==> config.mk <==
export PLATFORM = sky130hd
export DESIGN_NAME = t16_timer
export DESIGN_NICKNAME = d
export VERILOG_FILES = /design/src/t16_pkg.sv /design/src/t16_prescale.sv /design/src/t16_timer.sv
export SDC_FILE = /design/constraint.sdc
export NUM_CORES = 1
export LEC_CHECK = 0
export ABC_AREA = 1
export BUFFER_PORTS_ARGS = -buffer_cell sky130_fd_sc_hd__buf_2
export CORE_AREA = 2 2 76 78
export CTS_BUF_LIST = sky130_fd_sc_hd__clkbuf_8
export DETAILED_ROUTE_END_ITERATION = 8
export DIE_AREA = 0 0 78 80
export PLACE_DENSITY_LB_ADDON = 0.25
export SYNTH_ARGS = -nofsm -noshare
export SYNTH_HDL_FRONTEND = slang
export SYNTH_SLANG_ARGS = --single-unit
==> constraint.sdc <==
create_clock -name clk_i -period 2.1 [get_ports clk_i]
set_input_delay 0.42 -clock clk_i [delete_from_list [all_inputs] [get_ports clk_i]]
set_output_delay 0.42 -clock clk_i [all_outputs]
set_load 0.03 [all_outputs]
==> src/t16_pkg.sv <==
// constants, carriers and state layouts of the 16-bit timer with prescaler and gate
// Behaviour
// Prescaler divides the selected clock by 1, 2, 4 or 8 from control bits 5:4.
// Prescale field value 11 divides the counter clock by eight.
// Prescaler is hidden from software; writing either count byte clears it.
// Gate enable ignored when off; when on and set, count only while gate low.
// When on with gate enable clear, count regardless of the gate pin.
// Oscillator enable bit 3 acts only with internal oscillator without clock output.
// External source: bit 2 set means unsynchronised, clear means synchronised; else ignored.
// Bit 1 selects external pin rising edges, or the internal instruction clock.
// Timer mode increments once per instruction cycle, after prescaling.
// Counting only while control bit 0 is set; stopped while clear.
// External mode: first rising edge counts only after a falling edge was seen.
// Control bit 7 is unimplemented and reads as zero.
// Sync control set passes the external clock without synchronising to instruction phases.
// Asynchronous counter mode keeps running in sleep; overflow can wake the core.
// Rollover from ffff to zero sets the overflow flag, status bit 0.
// Reset clears every implemented control bit: stopped, internal clock, divide by one.
package t16_pkg;

   // register byte addresses
   localparam logic [7:0] ADDR_CONTROL  = 8'h10;
   localparam logic [7:0] ADDR_COUNT_LO = 8'h14;
   localparam logic [7:0] ADDR_COUNT_HI = 8'h18;
   localparam logic [7:0] ADDR_IRQ_STS  = 8'h1c;
   localparam logic [7:0] ADDR_IRQ_MASK = 8'h20;
   localparam logic [7:0] ADDR_STATE    = 8'h24;

   // control and interrupt field positions
   localparam int BIT_TIMER_ON  = 0;
   localparam int BIT_CLK_SRC   = 1;
   localparam int BIT_NO_SYNC   = 2;
   localparam int BIT_OSC_EN    = 3;
   localparam int BIT_PS_LO     = 4;
   localparam int BIT_PS_HI     = 5;
   localparam int BIT_GATE_EN   = 6;
   localparam int BIT_OVERFLOW  = 0;

   // reset values and counts
   localparam logic [6:0]  CONTROL_RESET = 7'h00;
   localparam logic [15:0] COUNT_MAX     = 16'hffff;
   localparam logic [1:0]  INSTR_LAST    = 2'h3;
   localparam logic [1:0]  PS_DIV8       = 2'h3;

   typedef struct packed {
      logic        cyc;
      logic        stb;
      logic        we;
      logic [7:0]  adr;
      logic [3:0]  sel;
      logic [31:0] dat;
   } t16_wb_req_t;

   typedef struct packed {
      logic        ack;
      logic [31:0] dat;
   } t16_wb_rsp_t;

   typedef struct packed {
      logic [2:0] cnt;
      logic       pulse;
   } t16_ps_state_t;

   typedef struct packed {
      logic [6:0]  ctrl;
      logic [15:0] count;
      logic [2:0]  gate_s;
      logic [2:0]  ext_s;
      logic        gate_lvl;
      logic        ext_lvl;
      logic        armed;
      logic [1:0]  div;
      logic        ovf_sts;
      logic        ovf_mask;
      logic        irq;
      logic        wake;
      logic        osc_run;
      t16_wb_rsp_t rsp;
   } t16_state_t;

   // terminal count mask of the prescaler for a given ratio select
   function automatic logic [2:0] ps_mask(input logic [1:0] sel);
      case (sel)
         2'h0:    ps_mask = 3'h0;
         2'h1:    ps_mask = 3'h1;
         2'h2:    ps_mask = 3'h3;
         default: ps_mask = 3'h7;
      endcase
   endfunction

endpackage

==> src/t16_prescale.sv <==
// prescaler ahead of the 16-bit counter
`timescale 1ns/1ps
`default_nettype none
module t16_prescale (
   // clock and reset
   input  wire logic       clk_i,
   input  wire logic       rst_i,
   // control
   input  wire logic       clear_i,
   input  wire logic       tick_i,
   input  wire logic [1:0] sel_i,
   // divided tick
   output logic            pulse_o
);

   t16_pkg::t16_ps_state_t st_ff;
   t16_pkg::t16_ps_state_t nxt_st;
   logic                   at_end;

   always_comb
   begin
      nxt_st       = st_ff;
      nxt_st.pulse = 1'b0;
      at_end       = ((st_ff.cnt & t16_pkg::ps_mask(sel_i)) == t16_pkg::ps_mask(sel_i));
      if (clear_i)
      begin
         nxt_st.cnt = 3'h0;
      end
      else if (tick_i)
      begin
         if (at_end)
         begin
            nxt_st.cnt   = 3'h0;
            nxt_st.pulse = 1'b1;
         end
         else
         begin
            nxt_st.cnt = st_ff.cnt + 3'h1;
         end
      end
   end

   always_ff @(posedge clk_i)
   begin
      if (rst_i)
      begin
         st_ff <= '0;
      end
      else
      begin
         st_ff <= nxt_st;
      end
   end

   assign pulse_o = st_ff.pulse;

   a_clear_empties: assert property (@(posedge clk_i) disable iff (rst_i)
      clear_i |=> (st_ff.cnt == 3'h0) && !pulse_o)
      else $error("prescaler not emptied by count write");

   a_div_one_pass: assert property (@(posedge clk_i) disable iff (rst_i)
      (sel_i == 2'h0 && tick_i && !clear_i) |=> pulse_o)
      else $error("divide by one lost a tick");

   a_div_eight_end: assert property (@(posedge clk_i) disable iff (rst_i)
      (sel_i == t16_pkg::PS_DIV8 && tick_i && !clear_i) |=> (pulse_o == ($past(st_ff.cnt) == 3'h7)))
      else $error("divide by eight pulse at wrong count");

endmodule
`default_nettype wire

==> src/t16_timer.sv <==
// 16-bit timer/counter with prescaler, gate and wishbone register access
`timescale 1ns/1ps
`default_nettype none
module t16_timer (
   // clock and reset
   input  wire logic                 clk_i,
   input  wire logic                 rst_i,
   // wishbone slave
   input  wire t16_pkg::t16_wb_req_t wb_req_i,
   output t16_pkg::t16_wb_rsp_t      wb_rsp_o,
   // pins
   input  wire logic                 external_clock_pin_i,
   input  wire logic                 gate_pin_n_i,
   // system
   input  wire logic                 sleep_i,
   input  wire logic                 internal_oscillator_i,
   output logic                      lp_osc_run_o,
   output logic                      irq_o,
   output logic                      wake_o
);

   t16_pkg::t16_state_t st_ff;
   t16_pkg::t16_state_t nxt_st;

   logic       req;
   logic       wr;
   logic       cnt_wr;
   logic       ext_rise;
   logic       ext_fall;
   logic       gate_ok;
   logic       may_run;
   logic       instr_tick;
   logic       src_tick;
   logic       pre_tick;
   logic       ps_pulse;
   logic       inc;
   logic       ovf;
   logic [7:0] rd_byte;
   logic [7:0] adr;
   logic [7:0] wdat;

   t16_prescale u_prescale (
      .clk_i   (clk_i),
      .rst_i   (rst_i),
      .clear_i (cnt_wr),
      .tick_i  (pre_tick),
      .sel_i   (st_ff.ctrl[t16_pkg::BIT_PS_HI:t16_pkg::BIT_PS_LO]),
      .pulse_o (ps_pulse)
   );

   always_comb
   begin
      nxt_st = st_ff;
      adr    = {wb_req_i.adr[7:2], 2'h0};
      wdat   = wb_req_i.dat[7:0];
      req    = wb_req_i.cyc && wb_req_i.stb && !st_ff.rsp.ack;
      wr     = req && wb_req_i.we && wb_req_i.sel[0];
      cnt_wr = wr && (adr == t16_pkg::ADDR_COUNT_LO || adr == t16_pkg::ADDR_COUNT_HI);

      // pins pass three flops; a level is taken once the last two agree
      nxt_st.gate_s = {st_ff.gate_s[1:0], gate_pin_n_i};
      nxt_st.ext_s  = {st_ff.ext_s[1:0], external_clock_pin_i};
      if (st_ff.gate_s[1] == st_ff.gate_s[2])
      begin
         nxt_st.gate_lvl = st_ff.gate_s[2];
      end
      ext_rise = (st_ff.ext_s[1] == st_ff.ext_s[2]) && st_ff.ext_s[2] && !st_ff.ext_lvl;
      ext_fall = (st_ff.ext_s[1] == st_ff.ext_s[2]) && !st_ff.ext_s[2] && st_ff.ext_lvl;
      if (st_ff.ext_s[1] == st_ff.ext_s[2])
      begin
         nxt_st.ext_lvl = st_ff.ext_s[2];
      end

      // instruction cycle is four system clocks
      nxt_st.div = st_ff.div + 2'h1;
      instr_tick = (st_ff.div == t16_pkg::INSTR_LAST);

      // a falling edge must be seen after enable before any rising edge counts
      if (!st_ff.ctrl[t16_pkg::BIT_TIMER_ON] || !st_ff.ctrl[t16_pkg::BIT_CLK_SRC])
      begin
         nxt_st.armed = 1'b0;
      end
      else if (ext_fall)
      begin
         nxt_st.armed = 1'b1;
      end

      gate_ok = !st_ff.ctrl[t16_pkg::BIT_GATE_EN] || !st_ff.gate_lvl;
      // synchronised and timer modes halt in sleep; only the unsynchronised counter runs on
      may_run = st_ff.ctrl[t16_pkg::BIT_TIMER_ON] && gate_ok
                && (!sleep_i || (st_ff.ctrl[t16_pkg::BIT_CLK_SRC] && st_ff.ctrl[t16_pkg::BIT_NO_SYNC]));
      src_tick = st_ff.ctrl[t16_pkg::BIT_CLK_SRC] ? (ext_rise && st_ff.armed) : instr_tick;
      pre_tick = may_run && src_tick;

      inc = ps_pulse && st_ff.ctrl[t16_pkg::BIT_TIMER_ON];
      ovf = 1'b0;
      if (cnt_wr)
      begin
         if (adr == t16_pkg::ADDR_COUNT_LO)
         begin
            nxt_st.count[7:0] = wdat;
         end
         else
         begin
            nxt_st.count[15:8] = wdat;
         end
      end
      else if (inc)
      begin
         nxt_st.count = st_ff.count + 16'h1;
         ovf          = (st_ff.count == t16_pkg::COUNT_MAX);
      end

      // register writes
      if (wr)
      begin
         case (adr)
            t16_pkg::ADDR_CONTROL:
            begin
               nxt_st.ctrl = wdat[6:0];
            end
            t16_pkg::ADDR_IRQ_MASK:
            begin
               nxt_st.ovf_mask = wdat[t16_pkg::BIT_OVERFLOW];
            end
            t16_pkg::ADDR_IRQ_STS:
            begin
               if (wdat[t16_pkg::BIT_OVERFLOW])
               begin
                  nxt_st.ovf_sts = 1'b0;
               end
            end
            default:
            begin
               nxt_st.ctrl = st_ff.ctrl;
            end
         endcase
      end
      // a rollover in the clearing cycle still sets the flag
      if (ovf)
      begin
         nxt_st.ovf_sts = 1'b1;
      end
      nxt_st.irq  = nxt_st.ovf_sts && nxt_st.ovf_mask;
      nxt_st.wake = ovf && sleep_i && nxt_st.ovf_mask;

      // oscillator bit is honoured only on the internal oscillator
      nxt_st.osc_run = internal_oscillator_i && st_ff.ctrl[t16_pkg::BIT_OSC_EN];

      // reads
      case (adr)
         t16_pkg::ADDR_CONTROL:  rd_byte = {1'b0, st_ff.ctrl};
         t16_pkg::ADDR_COUNT_LO: rd_byte = st_ff.count[7:0];
         t16_pkg::ADDR_COUNT_HI: rd_byte = st_ff.count[15:8];
         t16_pkg::ADDR_IRQ_STS:  rd_byte = {7'h00, st_ff.ovf_sts};
         t16_pkg::ADDR_IRQ_MASK: rd_byte = {7'h00, st_ff.ovf_mask};
         t16_pkg::ADDR_STATE:    rd_byte = {4'h0, may_run, st_ff.gate_lvl, st_ff.armed, st_ff.osc_run};
         default:                rd_byte = 8'h00;
      endcase
      nxt_st.rsp.ack = req;
      nxt_st.rsp.dat = (req && !wb_req_i.we) ? {24'h000000, rd_byte} : 32'h00000000;
   end

   always_ff @(posedge clk_i)
   begin
      if (rst_i)
      begin
         st_ff          <= '0;
         st_ff.ctrl     <= t16_pkg::CONTROL_RESET;
         // gate pin idles high; starting there keeps the gate from looking open after reset
         st_ff.gate_s   <= '1;
         st_ff.gate_lvl <= 1'b1;
      end
      else
      begin
         st_ff <= nxt_st;
      end
   end

   assign wb_rsp_o     = st_ff.rsp;
   assign irq_o        = st_ff.irq;
   assign wake_o       = st_ff.wake;
   assign lp_osc_run_o = st_ff.osc_run;

   a_reset_ctrl_zero: assert property (@(posedge clk_i)
      rst_i |=> (st_ff.ctrl == 7'h00) && !irq_o)
      else $error("control not cleared by reset");

   a_reserved_reads_zero: assert property (@(posedge clk_i) disable iff (rst_i)
      (req && !wb_req_i.we && adr == t16_pkg::ADDR_CONTROL)
      |=> wb_rsp_o.ack && (wb_rsp_o.dat[7:0] == {1'b0, $past(st_ff.ctrl)}))
      else $error("control read wrong or bit 7 set");

   a_off_holds_count: assert property (@(posedge clk_i) disable iff (rst_i)
      (!st_ff.ctrl[t16_pkg::BIT_TIMER_ON] && !cnt_wr) |=> (st_ff.count == $past(st_ff.count)))
      else $error("count moved while timer off");

   a_gate_blocks_count: assert property (@(posedge clk_i) disable iff (rst_i)
      (st_ff.ctrl[t16_pkg::BIT_GATE_EN] && st_ff.gate_lvl) |-> !pre_tick)
      else $error("count advanced with gate high");

   a_gate_ignored_off: assert property (@(posedge clk_i) disable iff (rst_i)
      (st_ff.ctrl[t16_pkg::BIT_TIMER_ON] && !st_ff.ctrl[t16_pkg::BIT_GATE_EN]
       && !st_ff.ctrl[t16_pkg::BIT_CLK_SRC] && instr_tick && !sleep_i) |-> pre_tick)
      else $error("instruction tick lost with gate disabled");

   a_first_rise_armed: assert property (@(posedge clk_i) disable iff (rst_i)
      (st_ff.ctrl[t16_pkg::BIT_CLK_SRC] && !st_ff.armed) |-> !pre_tick)
      else $error("rising edge counted before a falling edge");

   a_sync_sleep_stops: assert property (@(posedge clk_i) disable iff (rst_i)
      (sleep_i && !st_ff.ctrl[t16_pkg::BIT_NO_SYNC]) |-> !pre_tick)
      else $error("synchronised count ran during sleep");

   a_async_sleep_runs: assert property (@(posedge clk_i) disable iff (rst_i)
      (sleep_i && st_ff.ctrl[t16_pkg::BIT_TIMER_ON] && st_ff.ctrl[t16_pkg::BIT_CLK_SRC]
       && st_ff.ctrl[t16_pkg::BIT_NO_SYNC] && gate_ok && ext_rise && st_ff.armed) |-> pre_tick)
      else $error("asynchronous count stopped in sleep");

   a_overflow_sets_flag: assert property (@(posedge clk_i) disable iff (rst_i)
      (inc && !cnt_wr && st_ff.count == t16_pkg::COUNT_MAX)
      |=> st_ff.ovf_sts && (st_ff.count == 16'h0000))
      else $error("rollover did not set overflow flag");

   a_osc_needs_internal_oscillator: assert property (@(posedge clk_i) disable iff (rst_i)
      !internal_oscillator_i |=> !lp_osc_run_o)
      else $error("oscillator run without internal oscillator");

endmodule
`default_nettype wire

* Yosys cells after proc, flatten, opt, wreduce, memory -nomap -nowiden
Index checks and enable logic that the tools add are counted.
W data, S select, Z words.
** Storage, ports and cells
- Register bits :: 76
- Input port bits :: 53
- Output and inout port bits :: 36
** Cells by class
- $add $sub $neg :: 3
- Equality and inequality tests :: 15
- Mux-type cells :: 16
- Bitwise logic cells :: 3
- Reductions and logical operators :: 42
** Operators with widths (count)
- $pmux W8 S6 :: 1
- $mux W16 :: 2
- $eq A6 B3 Y1 const B :: 4
- $logic_and A1 B1 Y1 :: 20
- $add A16 B1 Y16 const B :: 1
- $eq A16 B16 Y1 const B :: 1
- $mux W8 :: 2
- $eq A6 B4 Y1 const B :: 2
- $logic_not A1 Y1 :: 9
- $pmux W3 S3 :: 1
- $mux W1 :: 8
- $reduce_and A2 Y1 :: 3
- $reduce_or A2 Y1 :: 3
- $eq A2 B2 Y1 const B :: 2
- $logic_or A1 B1 Y1 :: 4
- $add A3 B1 Y3 const B :: 1
- $and A3 B3 Y3 :: 1
- $eq A3 B3 Y1 :: 1
- $mux W3 :: 1
- $reduce_or A3 Y1 :: 1
- $add A2 B1 Y2 const B :: 1
- $eq A1 B1 Y1 :: 2
- $eq A2 B1 Y1 const B :: 1
- $logic_not A2 Y1 :: 1
- 5 further kinds :: 6

* Logic depth before layout (Yosys ltp)
Gate-level depths: netlist (run 1).
- Depth after elaboration :: 8
- Mapped depth :: 10
- Gate-level depth less buffers :: 10

* Hierarchy
From an unflattened synthesis (run 1), not the netlist that was laid out.
** Second synthesis, totals
- Cell total of the unflattened synthesis :: 464
- Area total of the unflattened synthesis :: 3126.7 um2
** Modules (own cells, without submodules)
- t16_timer :: instances 1, cells an instance 430, area an instance 2886.5 um2, seq. area each 960.9 um2
- t16_prescale :: instances 1, cells an instance 34, area an instance 240.2 um2, seq. area each 80.1 um2

* Least setup slack after synthesis (run 1)
OpenSTA, ideal clock, no wires.
- Kind :: input port to flip-flop
- Start point :: input port wb_req_i[40] in the netlist's numbering
- End point :: register st_ff[54] in the netlist's numbering
- Setup time :: 113 ps
- Arrival :: 1417 ps
- Setup slack :: 571 ps
- Stages :: 10
- Cells stage by stage :: inv_1 -> nor2_1 -> nand3_2 -> nand2_1 -> nand2_2 -> buf_6 -> nand2_1 -> nand2_1 -> nor2_1 -> nor2_1
** On the way
- Cells in the longest elaborated chain, start to end :: 5
- Elaborated cells on any way between the ends :: 8
- Those cells by class :: 3 x eq/ne; 1 x mux; 4 x reduce/logical
** RTL lines
- start, declared :: line t16_timer.sv:9 : input wire t16_pkg::t16_wb_req_t wb_req_i,
- $eq A6 B3 Y1, on equally long branches :: line t16_timer.sv:58, t16_timer.sv:99
- $logic_or A1 B1 Y1 :: line t16_timer.sv:58 : cnt_wr = wr && (adr == t16_pkg::ADDR_COUNT_LO || adr == t16_pkg::ADDR_COUNT_HI);
- $logic_and A1 B1 Y1 :: line t16_timer.sv:58
- $ne A2 B1 Y1 (no source line) / $reduce_bool A2 Y1 (equally long branches)
- $reduce_and A2 Y1 (no source line)
- end signal, assigned :: line t16_timer.sv:176 : st_ff <= nxt_st;
- end, declared :: line t16_timer.sv:22 : t16_pkg::t16_state_t st_ff;
Several ways; a longest one is shown, not always the timed one.
A chain may end at the register's enable or synchronous reset.

* Final worst setup path (run 1)
- Start point :: register st_ff, in the netlist wb_rsp_o[32]
- End point :: register st_ff[53] in the netlist's numbering
** On the way
- Cells in the longest elaborated chain, start to end :: 7
- Elaborated cells on any way between the ends :: 9
- Those cells by class :: 1 x eq/ne; 1 x mux; 7 x reduce/logical
** RTL lines
- $logic_not A1 Y1 (*) :: line t16_timer.sv:56 : req = wb_req_i.cyc && wb_req_i.stb && !st_ff.rsp.ack;
- $logic_and A1 B1 Y1 (*) :: line t16_timer.sv:56
- $logic_and A1 B1 Y1 (*) (2 in a row) :: line t16_timer.sv:57 : wr = req && wb_req_i.we && wb_req_i.sel[0];
- $logic_and A1 B1 Y1 (*) :: line t16_timer.sv:58
- $ne A2 B1 Y1 (no source line) / $reduce_bool A2 Y1 (equally long branches)
- $reduce_and A2 Y1 (no source line)
Mark *: on every way between the ends. The rest lies on a longest branch, timed or not.

==> results of run 1 <==
## placed cells by master (no fill, tap or decap), types with 3 or more instances in the layout
| master | count |
|---|---|
| nand2_1 | 131 |
| nor2_1 | 90 |
| dfxtp_1 | 52 |
| inv_1 | 51 |
| buf_2 | 35 |
| conb_1 | 24 |
| a21oi_1 | 22 |
| o21ai_0 | 18 |
| nand3_1 | 18 |
| nand4_1 | 7 |
| o22ai_1 | 6 |
| buf_4 | 6 |
| nor2_4 | 5 |
| xor2_1 | 5 |
| ha_1 | 5 |
| clkbuf_8 | 5 |
| nor3_1 | 4 |
| or2_2 | 3 |
## final timing paths
kind,from,to,slack (ns),cells after the start
worst min register to register,nxt_st[44]$_SDFF_PP0_,nxt_st[45]$_SDFF_PP0_,0.42,2
worst min-delay path,gate_pin_n_i,nxt_st[47]$_SDFF_PP1_,0.28,2
worst max-delay path,wb_rsp_o[32]$_SDFF_PP0_,st_ff[53]$_SDFFE_PP0P_,0.45,8
worst max register to register,wb_rsp_o[32]$_SDFF_PP0_,st_ff[53]$_SDFFE_PP0P_,0.45,8
## layer usage
| metal | share of wire [%] | up-vias |
|---|---|---|
| li1 | - | 1493 |
| met1 | 43 | 1337 |
| met2 | 48 | 105 |
| met3 | 6.6 | 20 |
| met4 | 2.4 | 0 |
| met5 | 0 | - |
## power breakdown
group | internal, mW | total [mW] | leakage (nW) | switching (mW)
Sequential | 0.996 | 1.00 | 0.421 | 0.00454
Clock | 0.245 | 0.615 | 0.0463 | 0.369
Combinational | 0.0356 | 0.156 | 1.13 | 0.120
## cells by family after synthesis
group	Yosys count
AO/OA/AOI/OAI	51
XOR/XNOR	6
adder cells (fa/ha/maj)	5
buffers and inverters	91
flip-flops	52
other	1
AND/OR/NAND/NOR	269
## metrics by stage
step / power, mW / worst slack (ns) / util [%] / hold WS (ns)
after floorplan: 1.167 / 0.5707 / - / 0.3883
after global placement: 1.175 / 0.2682 / 59.10 / 0.3910
after detailed placement: 1.178 / 0.2390 / 59.10 / 0.4036
after CTS: 1.786 / 0.4763 / 60.88 / 0.2677
after global routing: 1.839 / 0.2869 / 60.88 / 0.2643
final: 1.771 / 0.4548 / 60.88 / 0.2760
## layout make-up
class                      instances  area, um2  share of cell area (%)
tap                               72      90.09                   2.738
clock buffer                       5      68.82                   2.091
clock inverter                     3      27.53                  0.8365
inverter                          53      198.9                   6.046
multi-input combinational        355       1644                   49.96
sequential                        52       1041                   31.63
timing repair buffer              41      220.2                   6.692
## critical path, cell delays in order (launching register included)
cell and delay (ns):
dfxtp_1 0.34, inv_1 0.06, nand3_1 0.12, nor2_4 0.18, nand3_1 0.18, a21oi_4 0.44
nand2_1 0.10, nand2_1 0.08, nor2_1 0.04
## sequential cells by signal, indices dropped and copies added (netlist names)
name / flops
wb_rsp_o: 9
irq_o: 1
lp_osc_run_o: 1
u_prescale.st_ff: 3
wake_o: 1
u_prescale.pulse_o: 1
nxt_st: 4
st_ff: 32
==> flow_summary.ini, run 1 <==
[die]
coreArea_um2 = 5405
die_area_um2 = 6240
die_w_um = 78
die_y_um = 80
placementRows = 27
pin_count = 89
start_util_pct = 56.97

[cts]
clock_tree.buffer_depth = 2
cts-resized-gates = 0
htreeDepth = 2
root_buffer = clkbuf_8
cts_tree = done
cts.sinks = 52
path_clk_slew_ns = 0.10
hold_buffers = 0
clk_latency_ns = 0.32
numCtsBuffers = 5
cts_setup_buffers = 0

[grt]
globalRouteTotalUtil_pct = 24.54
grt_use_met2_pct = 43.10
grt_overflow = 0
grt_pass1_vias = 2624
grt-busiest-layer = met2
antenna_found_initial = 0
grt_pass1_wl_um = 11930
grt_max_degree = 23
grt_util_met3_pct = 3.394
met1_usage_pct = 30.31

[route]
drt-wirelength-per-cell_um = 12.19
drc = 0
via_per_inst = 5.086
dr.pass1.iters = 5
drtAntennaViolNets = 0
drtIter0Drc = 253
num_vias = 2955
wirelength_um = 7084

[synth]
synth_top_family_by_area = simple AND/OR/NAND/NOR gates
yosysTopAreaCell = dfxtp_1
ys_types = 31
synthSimpleGateAreaFrac_pct = 37.30
synthArstFlopShare_pct = 0
ys_top_cells_by_area = dfxtp_1, nand2_1, nor2_1
synthAdderAreaFrac_pct = 2.032
yosysWarnings = 0
synthCells = 475
ys_ff_latch = 52
ys_seq_area_share_pct = 33.81
synth-compound-area-share_pct = 9.427
synth-edff-count = 0
yosysMostFrequentCell = nand2_1
synth_common_cells = nand2_1, nor2_1, dfxtp_1
synth.cell_area_um2 = 3079
synth_mux_area_share_pct = 0
synth_xor_area_share_pct = 1.707
synth_top_area_share_pct = 33.81
synth_top_flop_cell = dfxtp_1
syn_area_per_cell_um2 = 6.483

[placement]
hpwl_um = 5468
dp.cells = 573
post_dp_cell_area_um2 = 3194
gp_congestion = 0.8861
port_buffers = 35

[sta]
fmax_mhz = 607.8
slew_violations = 0
period_share_pct = 78.34
worst_slew_pin_slew_ns = 0.5140
min_period_ns = 1.645
relSlewSlack_pct = 65.51
clock_skew_ns = 0.01018
rsz0062_at_grt = false
hold_viol = 0
tns_ns = 0
finalSetupViolations = 0

[finish]
drive_gt1_share_pct = 13.36
syn_to_final_growth_pct = 6.867
antennaDiodeCount = 0
fin_area_um2 = 3291
fillers = 529
final_cells = 581
fin_nets = 566

[outcome]
status = completed

[critical_path]
critical_path.startpoint_type = register
critPathMaxFanout = 16
worst_setup_path_end_kind = register
cp_data_arrival_time_ns = 1.86
crit_type = register to register
required_ns = 2.32

[job]
cap_violations = 0

[pwr]
leakagePower_nw = 1.593
powerDensity_nw_per_um2 = 538.2
ir_worst_vdd_mv = 0.4847

[hold_path]
hp-class = input pin to register
Note: power is estimated with default switching activity, not from simulation.
==> inputs of run 2 (changes only) <==
Settings changed: ABC_AREA 1 to 0, CORE_AREA 2 2 76 78 to 2 2 81 83, DIE_AREA 0 0 78 80 to 0 0 83 85.
Clock period 2.1 ns to 1.5 ns, I/O delays scaled along.
==> run 2 against run 1 <==
Clock power rose by 30%. Setup slack got worse by 0.90 ns. Cell count fell by 14%. Sequential power rose by 40%. Largest power group unchanged. Non-clock buffer count rose by 53. Routed wire length rose by 8.9%. The run now ends with negative setup slack left. Fmax fell by 15%. Flip-flop and latch count did not move.
==> flow_summary.ini, run 2 <==
[critical_path]
critical_path.startpoint_type = register
cp_data_arrival_time_ns = 2.16
critPathMaxFanout = 12
worst_setup_path_end_kind = register
required_ns = 1.71
max_stage_delay_ns = 0.63
crit_path_cell_trace = nand3b_1 > or4_1 > buf_4 > o21ai_0 > nand2_1 > a31o_2
cp_slowest_cell = or4_1
r2r-start = wb_rsp_o[32]$_SDFF_PP0_
crit_type = register to register
cp-startpoint = wb_rsp_o[32]$_SDFF_PP0_

[sta]
slew_violations = 0
min_period_ns = 1.944
hold_viol = 0
fmax_mhz = 514.5
finalSetupViolations = 34
rsz0062_at_grt = true
finalWorstSetupSlack_ns = -0.4436
clock_skew_ns = 0.01055
period_share_pct = 129.6
hold_ws_ns = 0.1800
tns_ns = -9.956

[cts]
htreeDepth = 2
path_clk_slew_ns = 0.10
numCtsBuffers = 5
root_buffer = clkbuf_8
cts_tree = done
cts.sinks = 52
clk_latency_ns = 0.31
clock_tree.buffer_depth = 2

[pwr]
clockPowerShare_pct = 32.3
ir_worst_vdd_mv = 0.4123
seqPwrFrac_pct = 56.4
power.switching_mw = 0.6682
powerDensity_nw_per_um2 = 669.9
power_switching_share_pct = 26.96
pwr-share-comb_pct = 11.3
internal-power_mw = 1.810
totalPowerFinal_mw = 2.478
leakagePower_nw = 1.538

[job]
cap_violations = 0

[route]
via_per_inst = 5.447
num_vias = 2729
drt-wirelength-per-cell_um = 15.40
drc = 0
drtIter0Drc = 235
wl_met1_um = 3371
drtAntennaViolNets = 0
top_layer = met4
dr.pass1.iters = 4
wirelength_um = 7713
dr_wl_met3_um = 546
wl_met2_um = 3571

[die]
die_w_um = 83
die_area_um2 = 7055
coreArea_um2 = 6205
die_y_um = 85
start_util_pct = 47.05
pin_count = 89
placementRows = 29

[finish]
syn_to_final_growth_pct = 26.75
final_cells = 501
largest_register_ffs = 32
fin_area_um2 = 3700
regMostFlops = st_ff
fin_nets = 481
antennaDiodeCount = 0
final_cell_mix = dfxtp_1, buf_4, buf_2
drive_gt1_share_pct = 33.73
fillers = 549
fin_util_pct = 59.63

[outcome]
violations = negative setup slack
status = finished with violations

[grt]
globalRouteTotalUtil_pct = 21.51
grt_pass1_vias = 2455
grt_max_degree = 44
grt_pass1_wl_um = 12200
grt_overflow = 0
antenna_found_initial = 0

[placement]
post_dp_cell_area_um2 = 3450
pre_cts_slack_ns = -0.7398
port_buffers = 35
hpwl_um = 5623
gp_congestion = 0.9272
dp.cells = 489

[synth]
ys_top_cells_by_area = dfxtp_1, buf_4, nor2_1
synth_top_flop_cell = dfxtp_1
yosysWarnings = 0
yosysTopAreaCell = dfxtp_1
synthArstFlopShare_pct = 0
ys_types = 57
synth_common_cells = dfxtp_1, nor2_1, buf_4
synthCells = 348
synth.cell_area_um2 = 2919
syn_area_per_cell_um2 = 8.388
synth_top_area_share_pct = 35.66
ys_ff_latch = 52
ys_seq_area_share_pct = 35.66
synth-edff-count = 0
yosysMostFrequentCell = dfxtp_1

[hold_path]
min_from = gate_pin_n_i
hp-class = input pin to register
## run 2: power by group through the flow
stage          clock [mW]  combinational (mW)  sequential, mW
4_1_cts             0.821               0.263            1.40
6_report            0.800               0.280            1.40
3_3_place_gp            0               0.256            1.43
2_1_floorplan           0               0.209            1.43
3_5_place_dp            0               0.258            1.43
5_1_grt             0.864               0.301            1.40
## run 2: cell type report
class	count	area (um2)	area share, %
Clock inverter	3	20.02	0.5411
Multi-Input combinational cell	264	1762	47.62
Inverter	6	22.52	0.6087
Timing Repair Buffer	94	688.2	18.60
Sequential cell	52	1042	28.17
Tap cell	77	96.34	2.604
Clock buffer	5	68.82	1.860
## run 2: final timing paths
path | endpoint | slack (ns) | depth (start not counted)
hold / removal | nxt_st[47]$_SDFF_PP1_ | 0.18 | 2
hold reg to reg | nxt_st[48]$_SDFF_PP1_ | 0.42 | 1
setup reg to reg | st_ff[59]$_SDFFE_PP0P_ | -0.44 | 6
setup / recovery | st_ff[59]$_SDFFE_PP0P_ | -0.44 | 6
## run 2: kinds of logic (layout without fill, tap and decap cells)
group,Yosys count,in the layout,share of synthesized area (%)
simple gates,135,135,25.16
buf+inv,55,108,11.74
flops,52,52,35.66
other cells,1,24,0.1285
fa+ha+maj,5,5,2.143
xor+xnor,2,2,0.6002
compound gates,82,82,18.90
mux,16,16,5.658
## run 2: per-layer routing
metal	vias up	GRT usage (%)
li1	1341	-
met1	1256	28.50
met2	115	34.97
met3	17	3.794
met4	0	8.644
met5	-	0
## run 2: critical path: cells and delay by family, from the launching register on
kind,cells,cell delay [ns]
buffers and inverters,1,0.21
and+or+nand+nor,3,0.97
AOI/OAI and AO/OA,2,0.34
DFF,1,0.32
## run 2: what timing repair did
action	CTS	global route
gates resized for setup	6	25
hold buffers	0	0
hold endpoints to repair	0	0
pin swaps	5	20
setup buffers	0	4
endpoints found under the setup margin	35	36
cloned	0	1
